`config.mk`:
```
export PLATFORM = sky130hd
export DESIGN_NAME = adc_frontend_config_regs
export DESIGN_NICKNAME = d
export VERILOG_FILES = /design/src/hw/afe_cfg_pkg.sv /design/src/hw/mod_clock_div.sv /design/src/hw/word_rate_div.sv /design/src/hw/adc_frontend_config_regs.sv
export SDC_FILE = /design/constraint.sdc
export NUM_CORES = 1
export LEC_CHECK = 0
export BUFFER_PORTS_ARGS = -buffer_cell sky130_fd_sc_hd__buf_4
export CAP_MARGIN = 15
export CORE_UTILIZATION = 59
export DETAILED_ROUTE_END_ITERATION = 8
export PLACE_DENSITY = 0.82
export SLEW_MARGIN = 20
export SYNTH_ARGS = -nofsm -noshare
export SYNTH_HDL_FRONTEND = slang
export SYNTH_SLANG_ARGS = --single-unit
export TNS_END_PERCENT = 50
```
`constraint.sdc`:
```
create_clock -name core_clk -period 8.2 [get_ports core_clk]
set_clock_uncertainty 0.05 [all_clocks]
set_input_delay 0 -clock core_clk [delete_from_list [all_inputs] [get_ports core_clk]]
set_output_delay 0 -clock core_clk [all_outputs]
set_load 0.01 [all_outputs]
```
`src/hw/afe_cfg_pkg.sv`:
```
// constants shared by the converter front-end configuration bank
package afe_cfg_pkg;
   // register bus geometry
   localparam int ADDR_W = 4;
   localparam int DATA_W = 8;

   // register indices on the plain register port
   localparam logic [3:0] REG_SUPPLY   = 4'h0;
   localparam logic [3:0] REG_GAIN     = 4'h1;
   localparam logic [3:0] REG_LINK     = 4'h2;
   localparam logic [3:0] REG_ENDS     = 4'h3;
   localparam logic [3:0] REG_RES_LO   = 4'h4;
   localparam logic [3:0] REG_RES_MID  = 4'h5;
   localparam logic [3:0] REG_RES_HI   = 4'h6;
   localparam logic [3:0] REG_CTRL_A   = 4'h7;
   localparam logic [3:0] REG_CTRL_B   = 4'h8;
   localparam logic [3:0] REG_CLKDIV   = 4'h9;
   localparam logic [3:0] REG_DAC_HI   = 4'ha;
   localparam logic [3:0] REG_DAC_LO   = 4'hb;
   localparam logic [3:0] REG_DAC_CTRL = 4'hc;

   // implemented-bit masks; all other bits read zero
   localparam logic [7:0] MSK_SUPPLY   = 8'h87;
   localparam logic [7:0] MSK_GAIN     = 8'h7f;
   localparam logic [7:0] MSK_LINK     = 8'h7e;
   localparam logic [7:0] MSK_ENDS     = 8'h3f;
   localparam logic [7:0] MSK_CTRL_A   = 8'hfd;
   localparam logic [7:0] MSK_CTRL_B   = 8'hfe;
   localparam logic [7:0] MSK_CLKDIV   = 8'h1f;
   localparam logic [7:0] MSK_DAC_HI   = 8'hff;
   localparam logic [7:0] MSK_DAC_LO   = 8'h0f;
   localparam logic [7:0] MSK_DAC_CTRL = 8'he0;
   localparam logic [7:0] MSK_RESULT   = 8'hff;

   // power-on values
   localparam logic [7:0] RST_ZERO   = 8'h00;
   localparam logic [7:0] RST_CTRL_A = 8'h20;

   // field positions
   localparam int SUP_ON_BIT   = 7;
   localparam int SUP_BPS_BIT  = 2;
   localparam int A_RST_BIT    = 7;
   localparam int A_SLP_BIT    = 6;
   localparam int A_OFF_BIT    = 5;
   localparam int A_OSR_LSB    = 2;
   localparam int A_VREF_BIT   = 0;
   localparam int B_FLM_LSB    = 5;
   localparam int B_BUFN_BIT   = 4;
   localparam int B_BUFP_BIT   = 3;
   localparam int B_LATCH_BIT  = 2;
   localparam int B_EOC_BIT    = 1;
   localparam int G_REF_LSB    = 5;
   localparam int G_IN_LSB     = 3;
   localparam int L_SHORT_BIT  = 6;
   localparam int L_XOVER_LSB  = 4;
   localparam int L_OFS_LSB    = 1;
   localparam int E_NEG_LSB    = 3;
   localparam int DC_EN_BIT    = 7;
   localparam int DC_REF_LSB   = 5;

   // rate arithmetic
   localparam int         DIV_N_SLOW    = 30;
   localparam int         DIV_N_FAST    = 12;
   localparam int         SAMPLE_DOUBLING_FACTOR_DOUBLE   = 2;
   localparam int         SAMPLE_DOUBLING_FACTOR_SINGLE   = 1;
   localparam int         OSR_MAX       = 16384;
   localparam logic [4:0] CLKDIV_DIRECT = 5'h1f;

   // routing source positions in a one-hot route vector
   localparam int SRC_AIN_A = 0;
   localparam int SRC_AIN_B = 1;
   localparam int SRC_DAC   = 2;
   localparam int SRC_GND   = 3;
   localparam int SRC_CM    = 4;
   localparam int SRC_TEMP  = 5;
endpackage : afe_cfg_pkg

```
`src/hw/mod_clock_div.sv`:
```
// modulator clock source divider, emits one tick per modulator clock
`timescale 1ns/1ns
module mod_clock_div
   import afe_cfg_pkg::*;
(
   // clock and reset
   input  wire logic       core_clk,
   input  wire logic       rstn,
   input  wire logic       ce,
   // divide select
   input  wire logic [4:0] div_sel,
   // modulator tick
   output logic            mclk_tick
);
   typedef struct packed {
      logic [5:0] cnt;   // core cycles in the current period
      logic       tick;  // registered tick
   } div_state_t;

   div_state_t s_r;
   div_state_t s_nxt;

   // all-ones runs straight on core clock, else 2*(div+1)
   always_comb begin
      s_nxt = s_r;
      if (ce) begin
         s_nxt.tick = 1'b0;
         if (div_sel == CLKDIV_DIRECT) begin
            s_nxt.tick = 1'b1;
            s_nxt.cnt  = 6'h00;
         end else if (s_r.cnt >= {div_sel, 1'b1}) begin
            s_nxt.tick = 1'b1;
            s_nxt.cnt  = 6'h00;
         end else begin
            s_nxt.cnt = s_r.cnt + 6'h01;
         end
      end
   end

   // state register
   always_ff @(posedge core_clk) begin
      if (!rstn) s_r <= '0;
      else       s_r <= s_nxt;
   end

   assign mclk_tick = s_r.tick;
endmodule : mod_clock_div

```
`src/hw/word_rate_div.sv`:
```
// counts modulator ticks into output word slots
`timescale 1ns/1ns
module word_rate_div
   import afe_cfg_pkg::*;
(
   // clock and reset
   input  wire logic       core_clk,
   input  wire logic       rstn,
   input  wire logic       ce,
   // rate controls
   input  wire logic       run,
   input  wire logic       mclk_tick,
   input  wire logic [2:0] filter_mode,
   input  wire logic [2:0] osr_sel,
   // word slot pulse
   output logic            word_tick
);
   typedef struct packed {
      logic [19:0] cnt;   // modulator ticks in this word
      logic        tick;  // registered word pulse
   } rate_state_t;

   rate_state_t s_r;
   rate_state_t s_nxt;

   // modulator ticks per word: n * sample_doubling_factor * osr
   function automatic logic [19:0] word_len(input logic [2:0] fm,
                                            input logic [2:0] os);
      word_len = 20'((fm[1] ? DIV_N_FAST : DIV_N_SLOW)
                   * (fm[2] ? SAMPLE_DOUBLING_FACTOR_SINGLE : SAMPLE_DOUBLING_FACTOR_DOUBLE)
                   * (OSR_MAX >> os));
   endfunction : word_len

   // held cleared while the converter is stopped
   always_comb begin
      s_nxt = s_r;
      if (ce) begin
         s_nxt.tick = 1'b0;
         if (!run) begin
            s_nxt.cnt = 20'h00000;
         end else if (mclk_tick) begin
            // >= so a shorter setting ends the word at once
            if (s_r.cnt >= word_len(filter_mode, osr_sel) - 20'h1) begin
               s_nxt.tick = 1'b1;
               s_nxt.cnt  = 20'h00000;
            end else begin
               s_nxt.cnt = s_r.cnt + 20'h00001;
            end
         end
      end
   end

   // state register
   always_ff @(posedge core_clk) begin
      if (!rstn) s_r <= '0;
      else       s_r <= s_nxt;
   end

   assign word_tick = s_r.tick;
endmodule : word_rate_div

```
`src/hw/adc_frontend_config_regs.sv`:
```
// configuration register bank for the converter front end
//
// The register addresses and the plain strobed port were decided locally.
`timescale 1ns/1ns

// Notes on behaviour
// - level code picks 2.4/2.6/2.9/3.3 volts
// - regulator off only when powered off, disabled
// - bypass bit enables bypass, resets to zero
// - word rate is source over n*sample_doubling_factor*osr
// - source is core clock or halved, divided
// - filter mode picks sample_doubling_factor of two or one
// - reference gain 1, 1/2, 1/4; 11 reserved
// - input gain codes give 1,2,4,8
// - amplifier gain is two to the code
// - short bit ties both input ends together
// - offset codes give signed quarter steps
// - negative end routing per code, two reserved
// - positive end routing per code, two reserved
// - dac code split high byte, low nibble
// - unimplemented bits ignore writes, read zero
// - low code shadowed until high is written
// - power-off bit overrides sleep and reset
module adc_frontend_config_regs
   import afe_cfg_pkg::*;
(
   // clock, reset, enable
   input  wire logic              core_clk,
   input  wire logic              rstn,
   input  wire logic              ce,
   // register port
   input  wire logic [ADDR_W-1:0] addr,
   input  wire logic [DATA_W-1:0] wdata,
   input  wire logic              wr_stb,
   input  wire logic              rd_stb,
   output logic      [DATA_W-1:0] rdata,
   // converter status from the filter datapath
   input  wire logic [23:0]       result_word,
   input  wire logic              eoc_set,
   // supply regulator
   output logic [1:0]             regulator_level_sel,
   output logic                   regulator_on,
   output logic                   regulator_bypass,
   output logic                   regulator_power,
   output logic                   regulated_output_en,
   output logic                   common_mode_en,
   // converter control
   output logic                   converter_power_off,
   output logic                   converter_sleep,
   output logic                   converter_soft_reset,
   output logic [2:0]             oversampling_sel,
   output logic                   ext_reference_sel,
   output logic [2:0]             filter_mode_sel,
   output logic                   sample_doubling_factor,
   output logic                   ref_buf_neg_en,
   output logic                   ref_buf_pos_en,
   output logic                   data_latch_en,
   output logic [4:0]             modulator_clock_div,
   // gains and input network
   output logic [1:0]             reference_gain_sel,
   output logic [3:0]             converter_input_gain,
   output logic [7:0]             amplifier_gain,
   output logic                   input_short,
   output logic [1:0]             input_crossover_sel,
   output logic signed [2:0]      diff_offset_quarters,
   output logic [5:0]             positive_route,
   output logic [5:0]             negative_route,
   // dac
   output logic [11:0]            dac_code,
   output logic                   dac_enable,
   output logic [1:0]             dac_ref_sel,
   // rate pulses
   output logic                   modulator_tick,
   output logic                   word_rate_tick
);
   // the whole bank; bytes hold only implemented bits
   typedef struct packed {
      logic [7:0]        supply;    // regulator control
      logic [7:0]        gain;      // gain selects
      logic [7:0]        link;      // short, crossover, offset
      logic [7:0]        ends;      // input end selects
      logic [7:0]        ctrl_a;    // power, osr, reference
      logic [7:0]        ctrl_b;    // filter mode, buffers, eoc
      logic [7:0]        clkdiv;    // modulator clock divide
      logic [7:0]        dac_hi;    // dac code 11..4
      logic [7:0]        dac_lo;    // active dac code 3..0
      logic [7:0]        dac_shd;   // shadow of the low code
      logic [7:0]        dac_ctrl;  // dac enable, reference
      logic [7:0]        rdata;     // read answer
      logic              reg_pwr;   // regulator powered
      logic [7:0]        amp_gain;  // decoded amplifier gain
      logic [3:0]        in_gain;   // decoded input gain
      logic signed [2:0] offset;    // quarter steps
      logic [5:0]        pos_rt;    // one-hot positive route
      logic [5:0]        neg_rt;    // one-hot negative route
   } bank_t;

   // power-on image, decoded fields agree with the power-on codes
   localparam bank_t BANK_RST = '{
      supply:   RST_ZERO,
      gain:     RST_ZERO,
      link:     RST_ZERO,
      ends:     RST_ZERO,
      ctrl_a:   RST_CTRL_A,
      ctrl_b:   RST_ZERO,
      clkdiv:   RST_ZERO,
      dac_hi:   RST_ZERO,
      dac_lo:   RST_ZERO,
      dac_shd:  RST_ZERO,
      dac_ctrl: RST_ZERO,
      rdata:    RST_ZERO,
      reg_pwr:  1'b0,
      amp_gain: 8'h01,
      in_gain:  4'h1,
      offset:   3'sh0,
      pos_rt:   6'h01,
      neg_rt:   6'h01
   };

   bank_t s_r;    // registered bank
   bank_t s_nxt;  // next bank
   logic [7:0] rd_val;  // read mux result
   logic       conv_run; // converter allowed to produce words

   // implemented-bit mask per index; unmapped gives zero
   function automatic logic [7:0] reg_mask(input logic [3:0] a);
      case (a)
         REG_SUPPLY:   reg_mask = MSK_SUPPLY;
         REG_GAIN:     reg_mask = MSK_GAIN;
         REG_LINK:     reg_mask = MSK_LINK;
         REG_ENDS:     reg_mask = MSK_ENDS;
         REG_RES_LO:   reg_mask = MSK_RESULT;
         REG_RES_MID:  reg_mask = MSK_RESULT;
         REG_RES_HI:   reg_mask = MSK_RESULT;
         REG_CTRL_A:   reg_mask = MSK_CTRL_A;
         REG_CTRL_B:   reg_mask = MSK_CTRL_B;
         REG_CLKDIV:   reg_mask = MSK_CLKDIV;
         REG_DAC_HI:   reg_mask = MSK_DAC_HI;
         REG_DAC_LO:   reg_mask = MSK_DAC_LO;
         REG_DAC_CTRL: reg_mask = MSK_DAC_CTRL;
         default:      reg_mask = 8'h00;
      endcase
   endfunction : reg_mask

   // end select code to one-hot source; reserved codes route nothing
   function automatic logic [5:0] route_of(input logic [2:0] c);
      route_of = 6'h00;
      case (c)
         3'h0:    route_of[SRC_AIN_A] = 1'b1;
         3'h1:    route_of[SRC_AIN_B] = 1'b1;
         3'h4:    route_of[SRC_DAC]   = 1'b1;
         3'h5:    route_of[SRC_GND]   = 1'b1;
         3'h6:    route_of[SRC_CM]    = 1'b1;
         3'h7:    route_of[SRC_TEMP]  = 1'b1;
         default: route_of = 6'h00;
      endcase
   endfunction : route_of

   // sign-magnitude offset code to signed quarter steps
   function automatic logic signed [2:0] offset_of(input logic [2:0] c);
      offset_of = c[2] ? -$signed({1'b0, c[1:0]})
                       :  $signed({1'b0, c[1:0]});
   endfunction : offset_of

   // read mux; result bytes come straight from the datapath
   always_comb begin
      case (addr)
         REG_SUPPLY:   rd_val = s_r.supply;
         REG_GAIN:     rd_val = s_r.gain;
         REG_LINK:     rd_val = s_r.link;
         REG_ENDS:     rd_val = s_r.ends;
         REG_RES_LO:   rd_val = result_word[7:0];
         REG_RES_MID:  rd_val = result_word[15:8];
         REG_RES_HI:   rd_val = result_word[23:16];
         REG_CTRL_A:   rd_val = s_r.ctrl_a;
         REG_CTRL_B:   rd_val = s_r.ctrl_b;
         REG_CLKDIV:   rd_val = s_r.clkdiv;
         REG_DAC_HI:   rd_val = s_r.dac_hi;
         REG_DAC_LO:   rd_val = s_r.dac_lo;
         REG_DAC_CTRL: rd_val = s_r.dac_ctrl;
         default:      rd_val = 8'h00;
      endcase
   end

   // next bank: writes, eoc set, read answer, decodes
   always_comb begin
      s_nxt = s_r;
      if (ce) begin
         // read data stand for one cycle only
         s_nxt.rdata = 8'h00;
         if (rd_stb) begin
            s_nxt.rdata = rd_val & reg_mask(addr);
         end
         if (wr_stb) begin
            // masking drops writes to unimplemented bits
            case (addr)
               REG_SUPPLY: s_nxt.supply = wdata & MSK_SUPPLY;
               REG_GAIN:   s_nxt.gain   = wdata & MSK_GAIN;
               REG_LINK:   s_nxt.link   = wdata & MSK_LINK;
               REG_ENDS:   s_nxt.ends   = wdata & MSK_ENDS;
               REG_CTRL_A: s_nxt.ctrl_a = wdata & MSK_CTRL_A;
               REG_CTRL_B: s_nxt.ctrl_b = wdata & MSK_CTRL_B;
               REG_CLKDIV: s_nxt.clkdiv = wdata & MSK_CLKDIV;
               REG_DAC_HI: begin
                  // high write commits the pending low nibble
                  s_nxt.dac_hi = wdata & MSK_DAC_HI;
                  s_nxt.dac_lo = s_r.dac_shd;
               end
               REG_DAC_LO: begin
                  // lands in the shadow, active code untouched
                  s_nxt.dac_shd = wdata & MSK_DAC_LO;
               end
               REG_DAC_CTRL: s_nxt.dac_ctrl = wdata & MSK_DAC_CTRL;
               default: begin
                  // result bytes and holes ignore writes
                  s_nxt.rdata = s_nxt.rdata;
               end
            endcase
         end
         // a conversion end beats a software clear
         if (eoc_set) begin
            s_nxt.ctrl_b[B_EOC_BIT] = 1'b1;
         end
         // decodes follow the fields in the same edge
         s_nxt.reg_pwr  = !(s_nxt.ctrl_a[A_OFF_BIT]
                            && !s_nxt.supply[SUP_ON_BIT]);
         s_nxt.amp_gain = 8'h01 << s_nxt.gain[2:0];
         s_nxt.in_gain  = 4'h1 << s_nxt.gain[G_IN_LSB +: 2];
         s_nxt.offset   = offset_of(s_nxt.link[L_OFS_LSB +: 3]);
         s_nxt.pos_rt   = route_of(s_nxt.ends[2:0]);
         s_nxt.neg_rt   = route_of(s_nxt.ends[E_NEG_LSB +: 3]);
      end
   end

   // bank register, synchronous reset to power-on image
   always_ff @(posedge core_clk) begin
      if (!rstn) s_r <= BANK_RST;
      else       s_r <= s_nxt;
   end

   // power-off dominates sleep and soft reset
   assign conv_run = !s_r.ctrl_a[A_OFF_BIT]
                     && !s_r.ctrl_a[A_SLP_BIT]
                     && !s_r.ctrl_a[A_RST_BIT];

   // modulator clock source
   mod_clock_div u_mclk (
      .core_clk  (core_clk),
      .rstn      (rstn),
      .ce        (ce),
      .div_sel   (s_r.clkdiv[4:0]),
      .mclk_tick (modulator_tick)
   );

   // output word slots from n, sample_doubling_factor and osr
   word_rate_div u_rate (
      .core_clk    (core_clk),
      .rstn        (rstn),
      .ce          (ce),
      .run         (conv_run),
      .mclk_tick   (modulator_tick),
      .filter_mode (s_r.ctrl_b[B_FLM_LSB +: 3]),
      .osr_sel     (s_r.ctrl_a[A_OSR_LSB +: 3]),
      .word_tick   (word_rate_tick)
   );

   // register port answer
   assign rdata = s_r.rdata;

   // regulator; level code drives the regulator taps as is
   assign regulator_level_sel = s_r.supply[1:0];
   assign regulator_on        = s_r.supply[SUP_ON_BIT];
   assign regulator_bypass    = s_r.supply[SUP_BPS_BIT];
   assign regulator_power     = s_r.reg_pwr;
   assign regulated_output_en = s_r.supply[SUP_ON_BIT];
   assign common_mode_en      = s_r.reg_pwr;

   // converter control fields
   assign converter_power_off  = s_r.ctrl_a[A_OFF_BIT];
   assign converter_sleep      = s_r.ctrl_a[A_SLP_BIT];
   assign converter_soft_reset = s_r.ctrl_a[A_RST_BIT];
   assign oversampling_sel     = s_r.ctrl_a[A_OSR_LSB +: 3];
   assign ext_reference_sel    = s_r.ctrl_a[A_VREF_BIT];
   assign filter_mode_sel      = s_r.ctrl_b[B_FLM_LSB +: 3];
   // high when sample_doubling_factor is one: doubling disabled
   assign sample_doubling_factor = s_r.ctrl_b[B_FLM_LSB + 2];
   assign ref_buf_neg_en       = s_r.ctrl_b[B_BUFN_BIT];
   assign ref_buf_pos_en       = s_r.ctrl_b[B_BUFP_BIT];
   assign data_latch_en        = s_r.ctrl_b[B_LATCH_BIT];
   assign modulator_clock_div  = s_r.clkdiv[4:0];

   // gains; reserved reference code is passed on unchanged
   assign reference_gain_sel   = s_r.gain[G_REF_LSB +: 2];
   assign converter_input_gain = s_r.in_gain;
   assign amplifier_gain       = s_r.amp_gain;

   // input network
   assign input_short          = s_r.link[L_SHORT_BIT];
   assign input_crossover_sel  = s_r.link[L_XOVER_LSB +: 2];
   assign diff_offset_quarters = s_r.offset;
   // no check that software keeps the pairing advice
   assign positive_route       = s_r.pos_rt;
   assign negative_route       = s_r.neg_rt;

   // dac
   assign dac_code   = {s_r.dac_hi, s_r.dac_lo[3:0]};
   assign dac_enable = s_r.dac_ctrl[DC_EN_BIT];
   assign dac_ref_sel = s_r.dac_ctrl[DC_REF_LSB +: 2];
endmodule : adc_frontend_config_regs

```
== Word-level counts from Yosys, hierarchy flattened ==
Memories as Yosys holds them, arrays and structs flattened.
Cells that the tools add are included.

* Register bits: 152
* ROM bits: 128
* Input bits: 42
* Output and inout port bits: 83
* Memories kept: 1

{| class="wikitable"
|+ Memories
! memory !! words !! width !! rd ports !! clocked after Yosys merged registers in !! write ports !! RTL line !! text
|-
| (no name shown) || 16 || 8 || 1 || 0 || 0 || adc_frontend_config_regs.sv:127 || <nowiki>case (a)</nowiki>
|}

* Add/subtract/negate cells: 4
* Multiply operators: 2
* Magnitude comparators: 2
* Eq/ne operators: 37
* Shift operators: 3
* Muxes and demuxes: 40
* Bitwise gates (word level): 1
* Reductions and logical operators: 23

{| class="wikitable"
|+ Operators by type and width
! kind !! number
|-
| 96-bit 2-to-1 mux || 2
|-
| 8-bit case mux with 13 select lines || 1
|-
| 8-bit 2-to-1 mux || 12
|-
| 20-bit 2-to-1 mux || 2
|-
| 3-bit AND reduction || 11
|-
| 32-bit by 32-bit multiplier with 20-bit output || 1
|-
| 32-bit by 32-bit multiplier with 32-bit output || 1
|-
| 15-bit by 3-bit >> shifter with 32-bit output (first input constant) || 1
|-
| 3-bit == test (second input constant) || 8
|-
| 2-bit by 1-bit inequality test with 1-bit output (second input constant) || 11
|-
| 21-bit 2-to-1 mux || 1
|-
| 20-bit by 1-bit adder with 20-bit output (second input constant) || 1
|-
| 4-bit == test (second input constant) || 5
|-
| 20-bit >= comparator || 1
|-
| 20-bit by 1-bit subtractor with 20-bit output (second input constant) || 1
|-
| 4-bit by 3-bit == test with 1-bit output (second input constant) || 4
|-
| 1-bit 2-to-1 mux || 16
|-
| 16-bit 2-to-1 mux || 1
|-
| 8-bit AND || 1
|-
| 4-bit by 2-bit == test with 1-bit output (second input constant) || 2
|-
| 1-bit by 3-bit << shifter with 8-bit output (first input constant) || 1
|-
| 7-bit 2-to-1 mux || 1
|-
| 6-bit by 1-bit adder with 6-bit output (second input constant) || 1
|-
| 3-bit by 1-bit == test with 1-bit output (second input constant) || 2
|-
| 16 further kinds || 24
|}

== Depth between registers and ports, before layout ==
Gate-level depths: netlist (run 1).
An unclocked memory read counts as a cell.

* Depth after elaboration: 10
* Mapped depth: 27
* Depth with buffers taken out: 25

== Cells and area by module ==
Synthesis (run 1) repeated with hierarchy kept, for this count alone.

* Cell total of the unflattened synthesis: 1,073
* Area, all modules: 9,168.8 um2

{| class="wikitable"
|+ By module, submodules not included
! module !! instances !! cells each !! area an instance (um2) !! sequential area each (um2)
|-
| adc_frontend_config_regs || 1 || 620 || 5,392.7 || 1,921.8
|-
| word_rate_div || 1 || 391 || 3,260.6 || 420.4
|-
| mod_clock_div || 1 || 62 || 515.5 || 140.1
|}

== Worst setup path before layout (run 1) ==
Ideal clock, no wire load.

* Kind: register to register
* From: reg s_r, in the netlist filter_mode_sel[2]
* To: reg u_rate.s_r[2] (netlist name)
* Library setup time: 128 ps
* Arrival: 6,490 ps
* Path slack: 1,532 ps
* Stages on the path, launching flop included: 25
* Buffers on the path: 2
* Cell sequence: dfxtp_1 > clkbuf_1 > and2_1 > nor2_1 > fa_1 > inv_1 > fa_1 > inv_1 > ha_1 > fa_1 > fa_1 > fa_1 > ha_1 > ha_1 > a21oi_1 > o21ai_0 > o41ai_1 > xnor2_1 > ha_1 > nand4_1 > a2111oi_4 > o41ai_4 > buf_2 > a32oi_1 > nor2_1

* Longest elaborated chain between the ends: 8

{| class="wikitable"
|+ Ends and longest elaborated chain
! element !! RTL line !! text
|-
| from (decl) || adc_frontend_config_regs.sv:120 || <nowiki>bank_t s_r;</nowiki>
|-
| from (signal assigned) || adc_frontend_config_regs.sv:238 || <nowiki>else s_r <= s_nxt;</nowiki>
|-
| 2-bit 2-to-1 mux || word_rate_div.sv:30 || <nowiki>* (fm[2] ? SAMPLE_DOUBLING_FACTOR_SINGLE : SAMPLE_DOUBLING_FACTOR_DOUBLE)</nowiki>
|-
| 32-bit by 32-bit multiplier with 32-bit output || word_rate_div.sv:30 ||
|-
| 32-bit by 32-bit multiplier with 20-bit output || word_rate_div.sv:31 || <nowiki>* (OSR_MAX >> os));</nowiki>
|-
| 20-bit by 1-bit subtractor with 20-bit output || word_rate_div.sv:43 || <nowiki>if (s_r.cnt >= word_len(filter_mode, osr_sel) - 20'h1) begin</nowiki>
|-
| 20-bit >= comparator || word_rate_div.sv:43 ||
|-
| 20-bit 2-to-1 mux || word_rate_div.sv:43 ||
|-
| 21-bit 2-to-1 mux || word_rate_div.sv:41 || <nowiki>end else if (mclk_tick) begin</nowiki>
|-
| 20-bit 2-to-1 mux || word_rate_div.sv:39 || <nowiki>if (!run) begin</nowiki>
|-
| to (signal assigned) || word_rate_div.sv:56 || <nowiki>else s_r <= s_nxt;</nowiki>
|-
| to (decl) || word_rate_div.sv:23 || <nowiki>rate_state_t s_r;</nowiki>
|}

Every way passes these cells. The select of a mux whose other input is x is not followed.
A chain may end at the register's enable or synchronous reset.

== Worst setup path in the final report (run 1) ==
* From: reg s_r, in the netlist oversampling_sel[0]
* To: reg u_rate.s_r[17] (netlist name)

* Longest elaborated chain between the ends: 7

{| class="wikitable"
|+ Ends and longest elaborated chain
! element !! RTL line
|-
| 15-bit by 3-bit >> shifter with 32-bit output || word_rate_div.sv:31
|-
| 32-bit by 32-bit multiplier with 20-bit output || word_rate_div.sv:31
|-
| 20-bit by 1-bit subtractor with 20-bit output || word_rate_div.sv:43
|-
| 20-bit >= comparator || word_rate_div.sv:43
|-
| 20-bit 2-to-1 mux || word_rate_div.sv:43
|-
| 21-bit 2-to-1 mux || word_rate_div.sv:41
|-
| 20-bit 2-to-1 mux || word_rate_div.sv:39
|}

Every way passes these cells. The select of a mux whose other input is x is not followed.

==> results of run 1 <==
==> power by group through the flow <==
stage | combinational [µW] | clock (µW) | sequential [µW]
after floorplan | 159 | 0 | 633
after global placement | 215 | 0 | 636
after detailed placement | 218 | 0 | 636
after CTS | 224 | 735 | 623
after global routing | 249 | 768 | 624
final | 227 | 729 | 623
==> final cells by class <==
cell class	count	area (µm²)
Clock inverter	15	146
Timing Repair Buffer	147	1140
Tap cell	184	230
Clock buffer	17	425
Fill cell	1159	4600
Multi-Input combinational cell	739	5260
Sequential cell	124	2480
Inverter	81	304
==> cell families (layout without fill, tap and decap cells) <==
group | Yosys count | in the layout
xor gates and xnor gates | 24 | 24
AOI/OAI and AO/OA | 226 | 226
DFF | 124 | 124
and+or+nand+nor | 345 | 345
adders and majority gates | 105 | 105
buffers and inverters | 214 | 260
muxes | 33 | 33
other | 2 | 6
==> routing by layer <==
metal | vias to the layer above | global-route usage | wire length (µm)
met3 | 40 | 0.0554 | 1710
met2 | 346 | 0.459 | 10800
met1 | 3738 | 0.387 | 9660
li1 | 3714 | - | -
met5 | - | 0 | 0
met4 | 0 | 0.106 | 550
==> registers in the layout, indices dropped and copies added, names as in the netlist, 4 cells and up <==
signal and count:
modulator_clock_div 5, negative_route 6, u_mclk.s_r 6, rdata 8, converter_input_gain 4, dac_code 12, positive_route 6, amplifier_gain 8
s_r 19, u_rate.s_r 20
==> stage by stage <==
stage / instances / util / setup slack, ns / hold slack (ns) / total power (µW)
2_1_floorplan: 1077 / - / 1.53 / 0.0860 / 792
3_3_place_gp: 1261 / 0.636 / 1.41 / 0.229 / 850
3_5_place_dp: 1261 / 0.636 / 1.21 / 0.246 / 854
4_1_cts: 1307 / 0.684 / 1.18 / 0.0108 / 1580
5_1_grt: 1307 / 0.684 / 0.686 / 0.0382 / 1640
6_report: 1307 / 0.684 / 1.12 / 0.0331 / 1580
==> cells in the mapped netlist, types with 5 or more instances <==
cell	number
sky130_fd_sc_hd__dfxtp_1	124
sky130_fd_sc_hd__nand2_1	116
sky130_fd_sc_hd__nor2_1	92
sky130_fd_sc_hd__inv_1	80
sky130_fd_sc_hd__ha_1	74
sky130_fd_sc_hd__a21oi_1	72
sky130_fd_sc_hd__buf_4	72
sky130_fd_sc_hd__nand3_1	53
sky130_fd_sc_hd__clkbuf_1	32
sky130_fd_sc_hd__fa_1	31
sky130_fd_sc_hd__mux2i_1	31
sky130_fd_sc_hd__o21ai_0	30
sky130_fd_sc_hd__buf_2	19
sky130_fd_sc_hd__a211oi_1	17
sky130_fd_sc_hd__a31oi_1	17
sky130_fd_sc_hd__xnor2_1	17
sky130_fd_sc_hd__a22oi_1	15
sky130_fd_sc_hd__nor3_1	14
sky130_fd_sc_hd__nand4_1	12
sky130_fd_sc_hd__and2_1	10
sky130_fd_sc_hd__nand2b_1	10
sky130_fd_sc_hd__a222oi_1	9
sky130_fd_sc_hd__and3_1	8
sky130_fd_sc_hd__nand3b_1	8
sky130_fd_sc_hd__o21ai_1	8
sky130_fd_sc_hd__a21o_1	7
sky130_fd_sc_hd__xor2_1	7
sky130_fd_sc_hd__a2bb2oi_1	6
sky130_fd_sc_hd__buf_1	5
==> critical path, delay by kind of cell (launching register included) <==
kind,cells,cell delay [ns]
AO/OA/AOI/OAI,8,1.95
XOR/XNOR,1,0.18
adder cells (fa/ha/maj),9,3.45
buffers and inverters,2,0.16
flip-flops,1,0.52
AND/OR/NAND/NOR,4,0.69
==> how the worst min path moves through the flow <==
stage,start,end,slack [ns],cells after the start
2_1_floorplan,wdata[6],converter_sleep$_SDFFE_PN0P_,0.09,2
3_3_place_gp,eoc_set,s_r[77]$_SDFFE_PN0P_,0.23,3
3_5_place_dp,rstn,converter_power_off$_SDFFE_PN1P_,0.25,2
4_1_cts,ce,rdata[6]$_SDFFE_PN0P_,0.01,2
5_1_grt,ce,rdata[6]$_SDFFE_PN0P_,0.04,2
6_report,ce,common_mode_en$_SDFFE_PN0P_,0.03,2
==> results.md, run 1 <==
- The run finished with clean final reports.
- The most frequent standard cell in the layout excluding fill and tap cells is sky130_fd_sc_hd__buf_4.
- Based on the critical path, the design can be clocked at up to 141 MHz.
- STA classifies the critical path endpoint as a flip-flop.
- In this run, CTS created clock tree buffers numbering 17.
- In this run, the number of DRC markers left after iteration 0 of detailed routing was 879.
- The synthesized design spends more area on one cell type than any other, namely sky130_fd_sc_hd__dfxtp_1.
- At the worst endpoint, the arrival time is 7.37 ns.
- After legalization and detailed placement, the total HPWL measured 16,300 µm.
- Entering global routing, the biggest net connects 98 pins.
- Clock-pin slew was measured on the worst setup and hold paths at 0.06 ns.
- The number of antenna violations at the first check in global routing is 0.
- The internal power of the cells is 1110 µW.
- The slack of the worst reg-to-reg path is 1.12 ns.
- The first detailed-routing pass ran for 6 iterations.
- The synthesized instance count is 1,073.
- The clock network power share is 0.462.
- The worst register-to-register path begins at oversampling_sel[0]$_SDFFE_PN0P_.
- The number of H-tree levels is 4.
- The fraction of layout instances using a drive strength above 1 is 0.161.
- The signal on the critical path passes through nand2_1, or2_2, inv_1, nand2_1, fa_1, fa_1, inv_1, ha_1, ha_1, fa_1, fa_1, ha_1, ha_1, a21o_1, a21oi_1, o21ai_0, o41ai_1, xnor2_1, ha_1, a21oi_1, o21ai_1, a211oi_1, nand3_1, o22ai_1.
- Setup repair after global routing left no endpoint under its margin.
- Hold repair after CTS inserted 14 buffers.
- The worst setup path is of the reg -> reg kind.
- Of the total synthesized cell area, the portion taken by full adders, half adders and majority gates is 0.175.
- The total leakage power is 0.00438 µW.
- The clock latency reported for the late side of the worst-skew pair is 0.42 ns.
- The max-slew violation count is 0.
- The number of global-route vias before repair is 6,933.
- The post-detailed-route via-to-cell ratio is 6.00.
- The post-CTS resize count is 0.
- The top fanout value on the critical path is 11.
- By area, the combinational part of the netlist is dominated by simple AND/OR/NAND/NOR gates.
- Dividing the final minimum period by the clock period gives 0.863.
- The post-layout minimum cycle time is 7.08 ns.
- The average routed wire per standard cell is 17.4 µm.
- Of the total power, the share spent switching nets is 0.297.
- For the pin with the worst max-slew slack, the measured transition is 1.05 ns.
- The number of unique standard cell types used by synthesis is 70.
- Measured along the x axis, the die boundary spans 124 µm.
- The post-synthesis compound-gate area fraction is 0.174.
- The final setup violation count is 0.
- Clock tree synthesis found a total of 124 sinks.
- The share of the Yosys chip area taken by registers is 0.280.
- The simple-gate share of the synthesized area is 0.181.
- The final weighted congestion of routability-driven global placement is 0.951.
- The count of inserted antenna diode cells is 0.
- The warning count from the yosys run is 0.
- In the synthesized netlist the dominant register cell turns out to be sky130_fd_sc_hd__dfxtp_1.
- STA puts the critical path data required time at 8.49 ns.
- The layout overhead on the synthesized area is 12.8%.
- The final number of hold-violating endpoints was 0.
- Ranked by total cell area, the synthesized netlist is headed by sky130_fd_sc_hd__dfxtp_1 28%, sky130_fd_sc_hd__ha_1 10%, sky130_fd_sc_hd__fa_1 7.0%, sky130_fd_sc_hd__buf_4 6.1%, sky130_fd_sc_hd__nand2_1 4.9%.
- The critical path launch point type is a flip-flop.
- TritonCTS built the clock tree.
- On the worst path, the slowest cell contributes a delay of 0.60 ns.
- The count of nets after finishing is 1,257.
- The top cell types in the final layout, fill and taps aside, are 133 x sky130_fd_sc_hd__buf_4, 124 x sky130_fd_sc_hd__dfxtp_1, 116 x sky130_fd_sc_hd__nand2_1.
- The power per cell area is 158 mW/mm².
- Max-cap violations in this run came to 0.
- The die area is 0.0155 mm².
- The initial core utilization is 0.607.
- The sequential fraction of design power is 0.395.
- The core area is 0.0146 mm².
- The total DRC errors in the routed layout is 0.
- The final cell area excluding filler cells is 0.00998 mm².
- The root buffer cell chosen for the clock tree is sky130_fd_sc_hd__clkbuf_16.
- The remaining max-slew budget at the tightest pin is 0.299.
- IR analysis of the VDD net gives a maximum drop of 0.141 mV.
- The share of total power dissipated in combinational logic is 0.144.
- The post-CTS setup-driven buffer insertion count is 0.
- The total overflow left after global routing is 0.
- The logic depth of the worst register-to-register path is 24.
- The final layout contains routed wiring with a total length of 22,700 µm.
- The count of pins on the block boundary is 125.
- The mean instance size in the synthesized netlist is 8.25 µm².
- The number of enable-type register cells in the synthesized netlist is 0.
- The floorplan has 44 rows.
- Detailed routing inserted a total of 7,838 vias.
- The end point of the critical path is u_rate.s_r[17]$_SDFFE_PN0P_.
- Buffers placed on the I/O ports in this run total 124.
- The total standard cell area after synthesis is 0.00885 mm².
- The flop and latch count out of synthesis is 124.
- The most critical setup path has its startpoint at oversampling_sel[0]$_SDFFE_PN0P_.
- In this run the cell area measured after placement is 0.00927 mm².
- The longest clock path from root to sink contains 2 buffers.
- Summed over all nets, the switching power comes to 468 µW.
- The worst hold path class is in -> reg.
- The proportion of synthesized area in mux cells is 0.0379.
- The critical register-to-register path endpoint is u_rate.s_r[17]$_SDFFE_PN0P_.
- Of the total synthesized cell area, the portion taken by XOR and XNOR cells is 0.0237.
- The share of Yosys cell area claimed by the top area cell type is 0.280.
- The cell type with the highest occurrence count on the critical path is sky130_fd_sc_hd__ha_1.
- The first-pass GRT wire length is 35,900 µm.
- In the global route stage, overall resource usage came out at 0.288.
- The accumulated negative setup slack is 0 ns.
- The residual antenna-violating net count after detailed routing is 0.
- The height of the chip is 124 µm.
- The proportion of register bits with asynchronous set or reset after synthesis is 0.
- The master of the slowest instance on the critical path is sky130_fd_sc_hd__a211oi_1.
Power figures use the tool's default switching activity.
==> run 2: changes to the inputs <==
--- a/config.mk
+++ b/config.mk
@@ -5,11 +5,12 @@
 export SDC_FILE = /design/constraint.sdc
 export NUM_CORES = 1
 export LEC_CHECK = 0
+export ABC_AREA = 1
 export BUFFER_PORTS_ARGS = -buffer_cell sky130_fd_sc_hd__buf_4
 export CAP_MARGIN = 15
-export CORE_UTILIZATION = 59
+export CORE_UTILIZATION = 53
 export DETAILED_ROUTE_END_ITERATION = 8
-export PLACE_DENSITY = 0.82
+export PLACE_DENSITY = 0.77
 export SLEW_MARGIN = 20
 export SYNTH_ARGS = -nofsm -noshare
 export SYNTH_HDL_FRONTEND = slang
==> constraint.sdc (replaced) <==
create_clock -name core_clk -period 6.2 [get_ports core_clk]
set_clock_uncertainty 0.05 [all_clocks]
set_input_delay 0 -clock core_clk [delete_from_list [all_inputs] [get_ports core_clk]]
set_output_delay 0 -clock core_clk [all_outputs]
set_load 0.01 [all_outputs]
==> run 2 against run 1 <==
The run now ends with setup timing left. Hold slack worse by 0.0071 ns. Register-to-register slack worse by 1.1 ns. Global-route usage is 0.46 points lower. Synthesized cell count increased by 21%. Largest cell class unchanged.
==> results.md, run 2 <==
- The cell taking the most area after synthesis is sky130_fd_sc_hd__dfxtp_1.
- The total DRC errors in the routed layout came to 0 (unchanged).
- The synthesized instance count is 1,301 (+21%).
- The overall routing resource usage is 0.283 (-0.00463).
- The clock transition at the register clock pins on the worst setup and hold paths after CTS is 0.07 ns (about the same).
- The number of inserted filler cells in the final layout came to 1,406 (+21%).
- The cell sitting at the root of the clock tree is a sky130_fd_sc_hd__clkbuf_16.
- Setup repair after global routing could not meet its margin everywhere.
- The first-pass GRT wire length came to 39,800 µm (+11%).
- The final number of hold-violating endpoints is 0 (unchanged).
- The flop and latch count out of synthesis was 124 (unchanged).
- In the layout the commonest cells are 290 x sky130_fd_sc_hd__nand2_1, 175 x sky130_fd_sc_hd__buf_4, 160 x sky130_fd_sc_hd__nor2_1.
- The worst slack after detailed placement is -0.584 ns (-1.79 ns).
- The worst hold path class is in -> reg.
- The half-perimeter wire length after detailed placement came to 18,400 µm (+13%).
- The warning count from the yosys run is 0 (unchanged).
- The post-layout minimum cycle time is 6.20 ns (-0.876 ns).
- The total number of clock tree sinks is 124 (unchanged).
- The total standard cell area after synthesis is 0.00902 mm² (+1.9%).
- The data arrival time of the critical path is 6.42 ns (-0.95 ns).
- The final weighted congestion of routability-driven global placement is 0.966 (+1.6%).
- The register with the highest flop count is u_rate.s_r.
- The number of global-route vias before repair is 8,352 (+20%).
- The remaining max-slew budget at the tightest pin is 0.396 (+0.0971).
- The overall via count from detail_route is 8,795 (+12%).
- Routed signal wires occupy layers up through met4.
- The number of buffer and inverter stages on the critical path is 9 (+7).
- The cell type group with the largest total delay on the critical path is adder cells.
- The run finished, with violations left.
- The core area is 0.0166 mm² (+14%).
- The total leakage power was 0.00528 µW (+21%).
- The final setup violation count came to 1 (+1).
- The number of flip-flops in the largest register came to 20 (unchanged).
- The number of detailed-route iterations in the first pass is 5 (-1).
- The average routed wire per standard cell came to 15.6 µm (-10%).
- The worst setup path is captured at a flip-flop.
- The clock latency reported for the late side of the worst-skew pair is 0.42 ns (about the same).
- The type of the worst setup path is reg -> reg.
- The residual antenna-violating net count after detailed routing is 0 (unchanged).
- The fraction of layout instances using a drive strength above 1 is 0.223 (+0.0623).
- The count of pins on the block boundary is 125 (unchanged).
- The power per cell area came to 202 mW/mm² (+28%).
- The slew at the pin closest to its max-slew limit is 0.905 ns (-0.147 ns).
- The critical path data required time is 6.41 ns (-2.08 ns).
- The detailed-routed wire length on met2 is 12,900 µm (+19%).
- The share of Yosys cell area claimed by the top area cell type is 0.275 (-0.00521).
- The part of the cycle the worst path needs was 1.00 (+0.137).
- The sequential fraction of the synthesis area is 0.275 (-0.00521).
- The number of buffers created by CTS is 17 (unchanged).
- The overall overflow remaining after global route came to 0 (unchanged).
- The fmax was 161 MHz (+14%).
- The initial core utilization is 0.544 (-0.0629).
- The count of nets after finishing is 1,566 (+25%).
- The largest individual stage delay along the critical path comes from the cell sky130_fd_sc_hd__fa_1.
- The worst setup slack after layout is -0.00378 ns (-1.12 ns).
- The number of enable-type register cells in the synthesized netlist is 0 (unchanged).
- The total power consumption of the routed design was 2260 µW (+43%).
- The maximum cell stage delay along the critical path is 0.55 ns (-0.05 ns).
- The length of routed wiring on met1 is 10,500 µm (+9.2%).
- The total wire length after detailed routing came to 25,700 µm (+13%).
- TritonCTS built the clock tree.
- The top fanout value on the critical path came to 4 (-7).
- The post-detailed-route via-to-cell ratio came to 5.32 (-11%).
- The max-capacitance violation count came to 0 (unchanged).
- The mean instance size in the synthesized netlist was 6.93 µm² (-16%).
- The die area came to 0.0175 mm² (+13%).
- The count of inserted antenna diode cells was 0 (unchanged).
- The max-slew violation count is 0 (unchanged).
- The proportion of register bits with asynchronous set or reset after synthesis is 0 (unchanged).
- The routed wire length on met3 is 1400 µm (-18%).
- The number of H-tree levels came to 4 (unchanged).
- The layout overhead on the synthesized area is 23.9%.
- Counting instances in the post-synthesis netlist gives the leading cell types as 298 x sky130_fd_sc_hd__nand2_1, 169 x sky130_fd_sc_hd__nor2_1, 152 x sky130_fd_sc_hd__inv_1.
- The number of antenna violations at the first check in global routing was 0 (unchanged).
- The number of standard-cell rows in the floorplan is 47 (+6.8%).
- The final design utilization was 0.674 (-0.0106).
- The accumulated negative setup slack is -0.00378 ns (-0.00378 ns).
- Yosys attributes the largest share of cell area to sky130_fd_sc_hd__dfxtp_1 28%, sky130_fd_sc_hd__nand2_1 12%, sky130_fd_sc_hd__ha_1 10%, sky130_fd_sc_hd__nor2_1 7.0%, sky130_fd_sc_hd__fa_1 6.9%.
- The largest net degree at the start of global routing is 63 (-36%).
- sky130_fd_sc_hd__nand2_1 is the most common cell in the netlist.
- The height of the chip is 132 µm (+6.4%).
- The most frequently used flop master after synthesis is sky130_fd_sc_hd__dfxtp_1.
- The horizontal die dimension is 132 µm (+6.4%).
- The number of unique standard cell types used by synthesis came to 42 (-40%).
- The worst vdd rail ir drop is 0.187 mV (+33%).
- The number of port buffers is 124 (unchanged).
- The final worst hold slack is 0.0260 ns (-0.00712 ns).
- The detailed router's first-iteration violation count is 770 (-12%).
- The checks that failed: setup timing.
- The maximum buffer depth of the clock tree is 2 (unchanged).
- The worst setup path is launched from a flip-flop.
- The library cell used most frequently in the layout, excluding fill and tap cells, is sky130_fd_sc_hd__nand2_1.
[run 2: changes by cell type in the layout (fill, tap and decap cells not counted), sizes merged, moves of 34 or more]
| cell | previous run | this run |
|---|---|---|
| inv | 91 | 172 |
| nor2 | 92 | 179 |
| a21oi | 73 | 107 |
| buf | 133 | 180 |
| o21ai | 38 | 72 |
| nand2 | 116 | 302 |
[run 2: report_power, final]
group	switching [µW]	internal, µW	leakage, µW
registers	14.0	810	0.00101
clock network	450	543	0.000293
logic	248	194	0.00398
[run 2: cell type report]
cell class	count	area (µm²)	share of cell area
timing repair buffer	192	1490	0.133
tap	220	275	0.0246
clock inverter	15	169	0.0151
sequential	124	2500	0.223
multi-input combinational	919	5690	0.509
clock buffer	17	425	0.0381
inverter	165	626	0.0560
[run 2: stage by stage]
stage	cells	cell area (µm²)
floorplan	1305	9040
global placement	1603	9990
detailed placement	1603	9990
CTS	1650	10800
global route	1652	11200
finish	1652	11200
[run 2: worst paths after layout]
kind | slack [ns] | cells past startpoint | startpoint | end
worst max register to register | -0.004 | 30 | oversampling_sel[1]$_SDFFE_PN0P_ | u_rate.s_r[4]$_SDFFE_PN0P_
worst max-delay path | -0.004 | 30 | oversampling_sel[1]$_SDFFE_PN0P_ | u_rate.s_r[4]$_SDFFE_PN0P_
worst min-delay path | 0.03 | 7 | result_word[22] | rdata[6]$_SDFFE_PN0P_
worst min register to register | 0.41 | 2 | positive_route[1]$_SDFFE_PN0P_ | positive_route[1]$_SDFFE_PN0P_
[run 2: cell families (layout without fill, tap and decap cells)]
logic type / count (synthesis) / in the layout / share of synthesized area
simple gates: 580 / 580 / 0.268
xor+xnor: 23 / 23 / 0.0223
compound gates: 205 / 205 / 0.123
fa+ha+maj: 105 / 105 / 0.171
flops: 124 / 124 / 0.275
buf+inv: 262 / 389 / 0.139
other cells: 2 / 6 / 0.000833
[run 2: worst reg2reg max path, delay by kind of cell, from the launching register on]
kind,cells,cell delay (ns)
fa+ha+maj,9,3.33
flops,1,0.39
simple gates,10,1.18
buf+inv,9,0.88
compound gates,2,0.22
[run 2: what timing repair did]
| action | CTS | global route |
|---|---|---|
| pin swaps | 3 | 39 |
| resized for setup | 7 | 83 |
| setup endpoints to repair | 21 | 21 |
| hold buffers | 12 | 0 |
| hold endpoints to repair | 44 | 0 |
| buffers inserted | 3 | 2 |
[run 2: layer usage]
| layer | track usage | vias up |
|---|---|---|
| li1 | - | 4322 |
| met1 | 0.350 | 4085 |
| met2 | 0.491 | 319 |
| met3 | 0.0510 | 69 |
| met4 | 0.107 | 0 |
| met5 | 0 | - |
==> run 3: changes to the inputs <==
--- a/config.mk
+++ b/config.mk
@@ -8,6 +8,7 @@
 export ABC_AREA = 1
 export BUFFER_PORTS_ARGS = -buffer_cell sky130_fd_sc_hd__buf_4
 export CAP_MARGIN = 15
+export CORE_MARGIN = 8
 export CORE_UTILIZATION = 53
 export DETAILED_ROUTE_END_ITERATION = 8
 export PLACE_DENSITY = 0.77
==> run 3 against run 2 <==
The flow now finishes without violations. Flip-flop and latch count stayed put. Sequential share of layout area is 0.11 points lower. Power is 0.23% lower. Combinational power is 2% lower. Worst setup slack better by 0.12 ns. Global-route usage is 5.5 points lower. Core utilization is 0.21 points higher. Clock power hardly changed. Critical path depth is 1 lower. Fmax is 1.9% higher. Clock-buffer cell count is 1 higher. Non-clock buffer count stayed put. Critical path type unchanged. Highest routed layer unchanged.
==> results.md, run 3 (synthesis gave the netlist of run 2 again) <==
- The run finished with clean final reports.
- The fmax is 164 MHz (+1.9%).
- The cell sitting at the root of the clock tree is a sky130_fd_sc_hd__clkbuf_16.
- The maximum cell stage delay along the critical path came to 0.58 ns (+0.03 ns).
- The total DRC errors in the routed layout is 0 (unchanged).
- The part of the cycle the worst path needs came to 0.982 (-0.0188).
- More flip-flops sit in one register than any other, and that register is u_rate.s_r.
- The power per cell area is 201 mW/mm² (-0.54%).
- The count of nets after finishing came to 1,566 (unchanged).
- The post-detailed-route via-to-cell ratio came to 5.27 (-1.0%).
- The number of port buffers is 124 (unchanged).
- The number of global-route vias before repair is 8,436 (+1.0%).
- The number of detailed-route iterations in the first pass is 6 (+1).
- The data arrival time of the critical path is 6.37 ns (-0.05 ns).
- The core area is 0.0166 mm² (unchanged).
- The height of the chip came to 146 µm (+11%).
- The count of inserted antenna diode cells came to 0 (unchanged).
- The number of buffers created by CTS is 17 (unchanged).
- The average routed wire per standard cell came to 15.4 µm (-0.79%).
- The type of the worst setup path is reg -> reg.
- Compared with the post-synthesis result, the final layout area differs by 24.3%.
- The post-layout minimum cycle time is 6.09 ns (-0.117 ns).
- The number of standard-cell rows in the floorplan is 47 (unchanged).
- The detailed router's first-iteration violation count came to 680 (-12%).
- The final number of hold-violating endpoints is 0 (unchanged).
- The half-perimeter wire length after detailed placement is 18,700 µm (+2.0%).
- The total number of clock tree sinks is 124 (unchanged).
- The worst vdd rail ir drop is 0.190 mV (+1.4%).
- The remaining max-slew budget at the tightest pin is 0.389 (-0.00730).
- The residual antenna-violating net count after detailed routing is 0 (unchanged).
- The overall overflow remaining after global route came to 0 (unchanged).
- The overall via count from detail_route is 8,703 (-1.0%).
- The first-pass GRT wire length is 40,400 µm (+1.5%).
- The overall routing resource usage was 0.229 (-0.0545).
- The critical path launch point type is a flip-flop.
- The final cell area excluding filler cells is 0.0112 mm² (+0.31%).
- In the layout the commonest cells are 286 x sky130_fd_sc_hd__nand2_1, 172 x sky130_fd_sc_hd__buf_4, 157 x sky130_fd_sc_hd__nor2_1.
- The slew at the pin closest to its max-slew limit is 0.917 ns (+0.0120 ns).
- The total leakage power is 0.00528 µW (about the same).
- The max-capacitance violation count is 0 (unchanged).
- Setup repair after global routing could not meet its margin everywhere.
- The maximum buffer depth of the clock tree is 2 (unchanged).
- The number of antenna violations at the first check in global routing was 0 (unchanged).
- The clock transition at the register clock pins on the worst setup and hold paths after CTS was 0.06 ns (about the same).
- The largest individual stage delay along the critical path comes from the cell sky130_fd_sc_hd__fa_2.
- The final setup violation count is 0 (-1).
- The total wire length after detailed routing was 25,500 µm (-0.79%).
- The max-slew violation count is 0 (unchanged).
- The critical path data required time is 6.48 ns (+0.07 ns).
- The worst hold path class is in -> reg.
- The largest net degree at the start of global routing is 63 (unchanged).
- The fraction of layout instances using a drive strength above 1 is 0.227 (+0.00349).
- The CTS tree is yes.
- The number of flip-flops in the largest register is 20 (unchanged).
- Leaving out fill and tap cells, the most frequent cell in the layout is sky130_fd_sc_hd__nand2_1.
- The final weighted congestion of routability-driven global placement is 0.979 (+1.3%).
- The clock latency reported for the late side of the worst-skew pair was 0.42 ns (about the same).
- The final worst hold slack came to 0.0203 ns (-0.00564 ns).
- The top fanout value on the critical path is 4 (unchanged).
- The number of H-tree levels is 4 (unchanged).
- The post-placement cell area was 0.00997 mm² (-0.23%).
- The count of pins on the block boundary is 125 (unchanged).
- The horizontal die dimension is 146 µm (+11%).
- The initial core utilization came to 0.544 (unchanged).
- STA classifies the critical path endpoint as a flip-flop.
- The die area is 0.0214 mm² (+22%).
[run 3: worst paths after layout]
check | startpoint | end | slack (ns) | depth (start not counted)
worst min register to register | negative_route[1]$_SDFFE_PN0P_ | negative_route[1]$_SDFFE_PN0P_ | 0.42 | 2
worst min-delay path | rstn | converter_input_gain[0]$_SDFFE_PN1P_ | 0.02 | 2
worst max-delay path | oversampling_sel[1]$_SDFFE_PN0P_ | u_rate.s_r[3]$_SDFFE_PN0P_ | 0.11 | 29
worst max register to register | oversampling_sel[1]$_SDFFE_PN0P_ | u_rate.s_r[3]$_SDFFE_PN0P_ | 0.11 | 29
[run 3: worst max-delay path, delay by kind of cell, from the launching register on]
kind            cells  cell delay, ns
simple gates        9            1.03
fa+ha+maj           9            3.24
flops               1            0.39
xor+xnor            1            0.17
buf+inv             6            0.63
compound gates      4            0.48
[run 3: metrics by stage]
stage | instances | setup slack [ns] | setup TNS [ns] | util | power, µW
3_3_place_gp | 1600 | -0.379 | -4.90 | 0.601 | 1170
3_5_place_dp | 1600 | -0.543 | -7.65 | 0.601 | 1180
2_1_floorplan | 1305 | 0.00937 | 0 | - | 1070
6_report | 1652 | 0.113 | 0 | 0.676 | 2250
4_1_cts | 1648 | -0.0197 | -0.0197 | 0.649 | 2180
5_1_grt | 1652 | -0.156 | -2.30 | 0.676 | 2350
[run 3: area by class of cell]
type | count | area [µm²]
multi-input combinational | 919 | 5720
tap | 220 | 275
sequential | 124 | 2490
inverter | 165 | 623
clock buffer | 18 | 429
fill | 1413 | 5380
timing repair buffer | 192 | 1520
clock inverter | 14 | 158
[run 3: per-layer routing]
layer,GRT usage,up-vias,wire [µm]
li1,-,4325,-
met2,0.393,268,12600
met4,0.101,0,783
met3,0.0405,57,1180
met5,0,-,0
met1,0.275,4053,11000
[run 3: where the power goes]
group	switching, µW	total (µW)	internal, µW	leakage, µW
registers	14.1	825	811	0.00101
logic	243	433	191	0.00400
clock network	396	995	599	0.000272
total	653	2250	1600	0.00528
[run 3: repair_timing]
item	4_1_cts	5_1_grt
hold buffers	14	0
hold endpoints to repair	45	0
endpoints found under the setup margin	21	21
resized for setup	12	84
buffers inserted	2	4
pin swaps	2	45
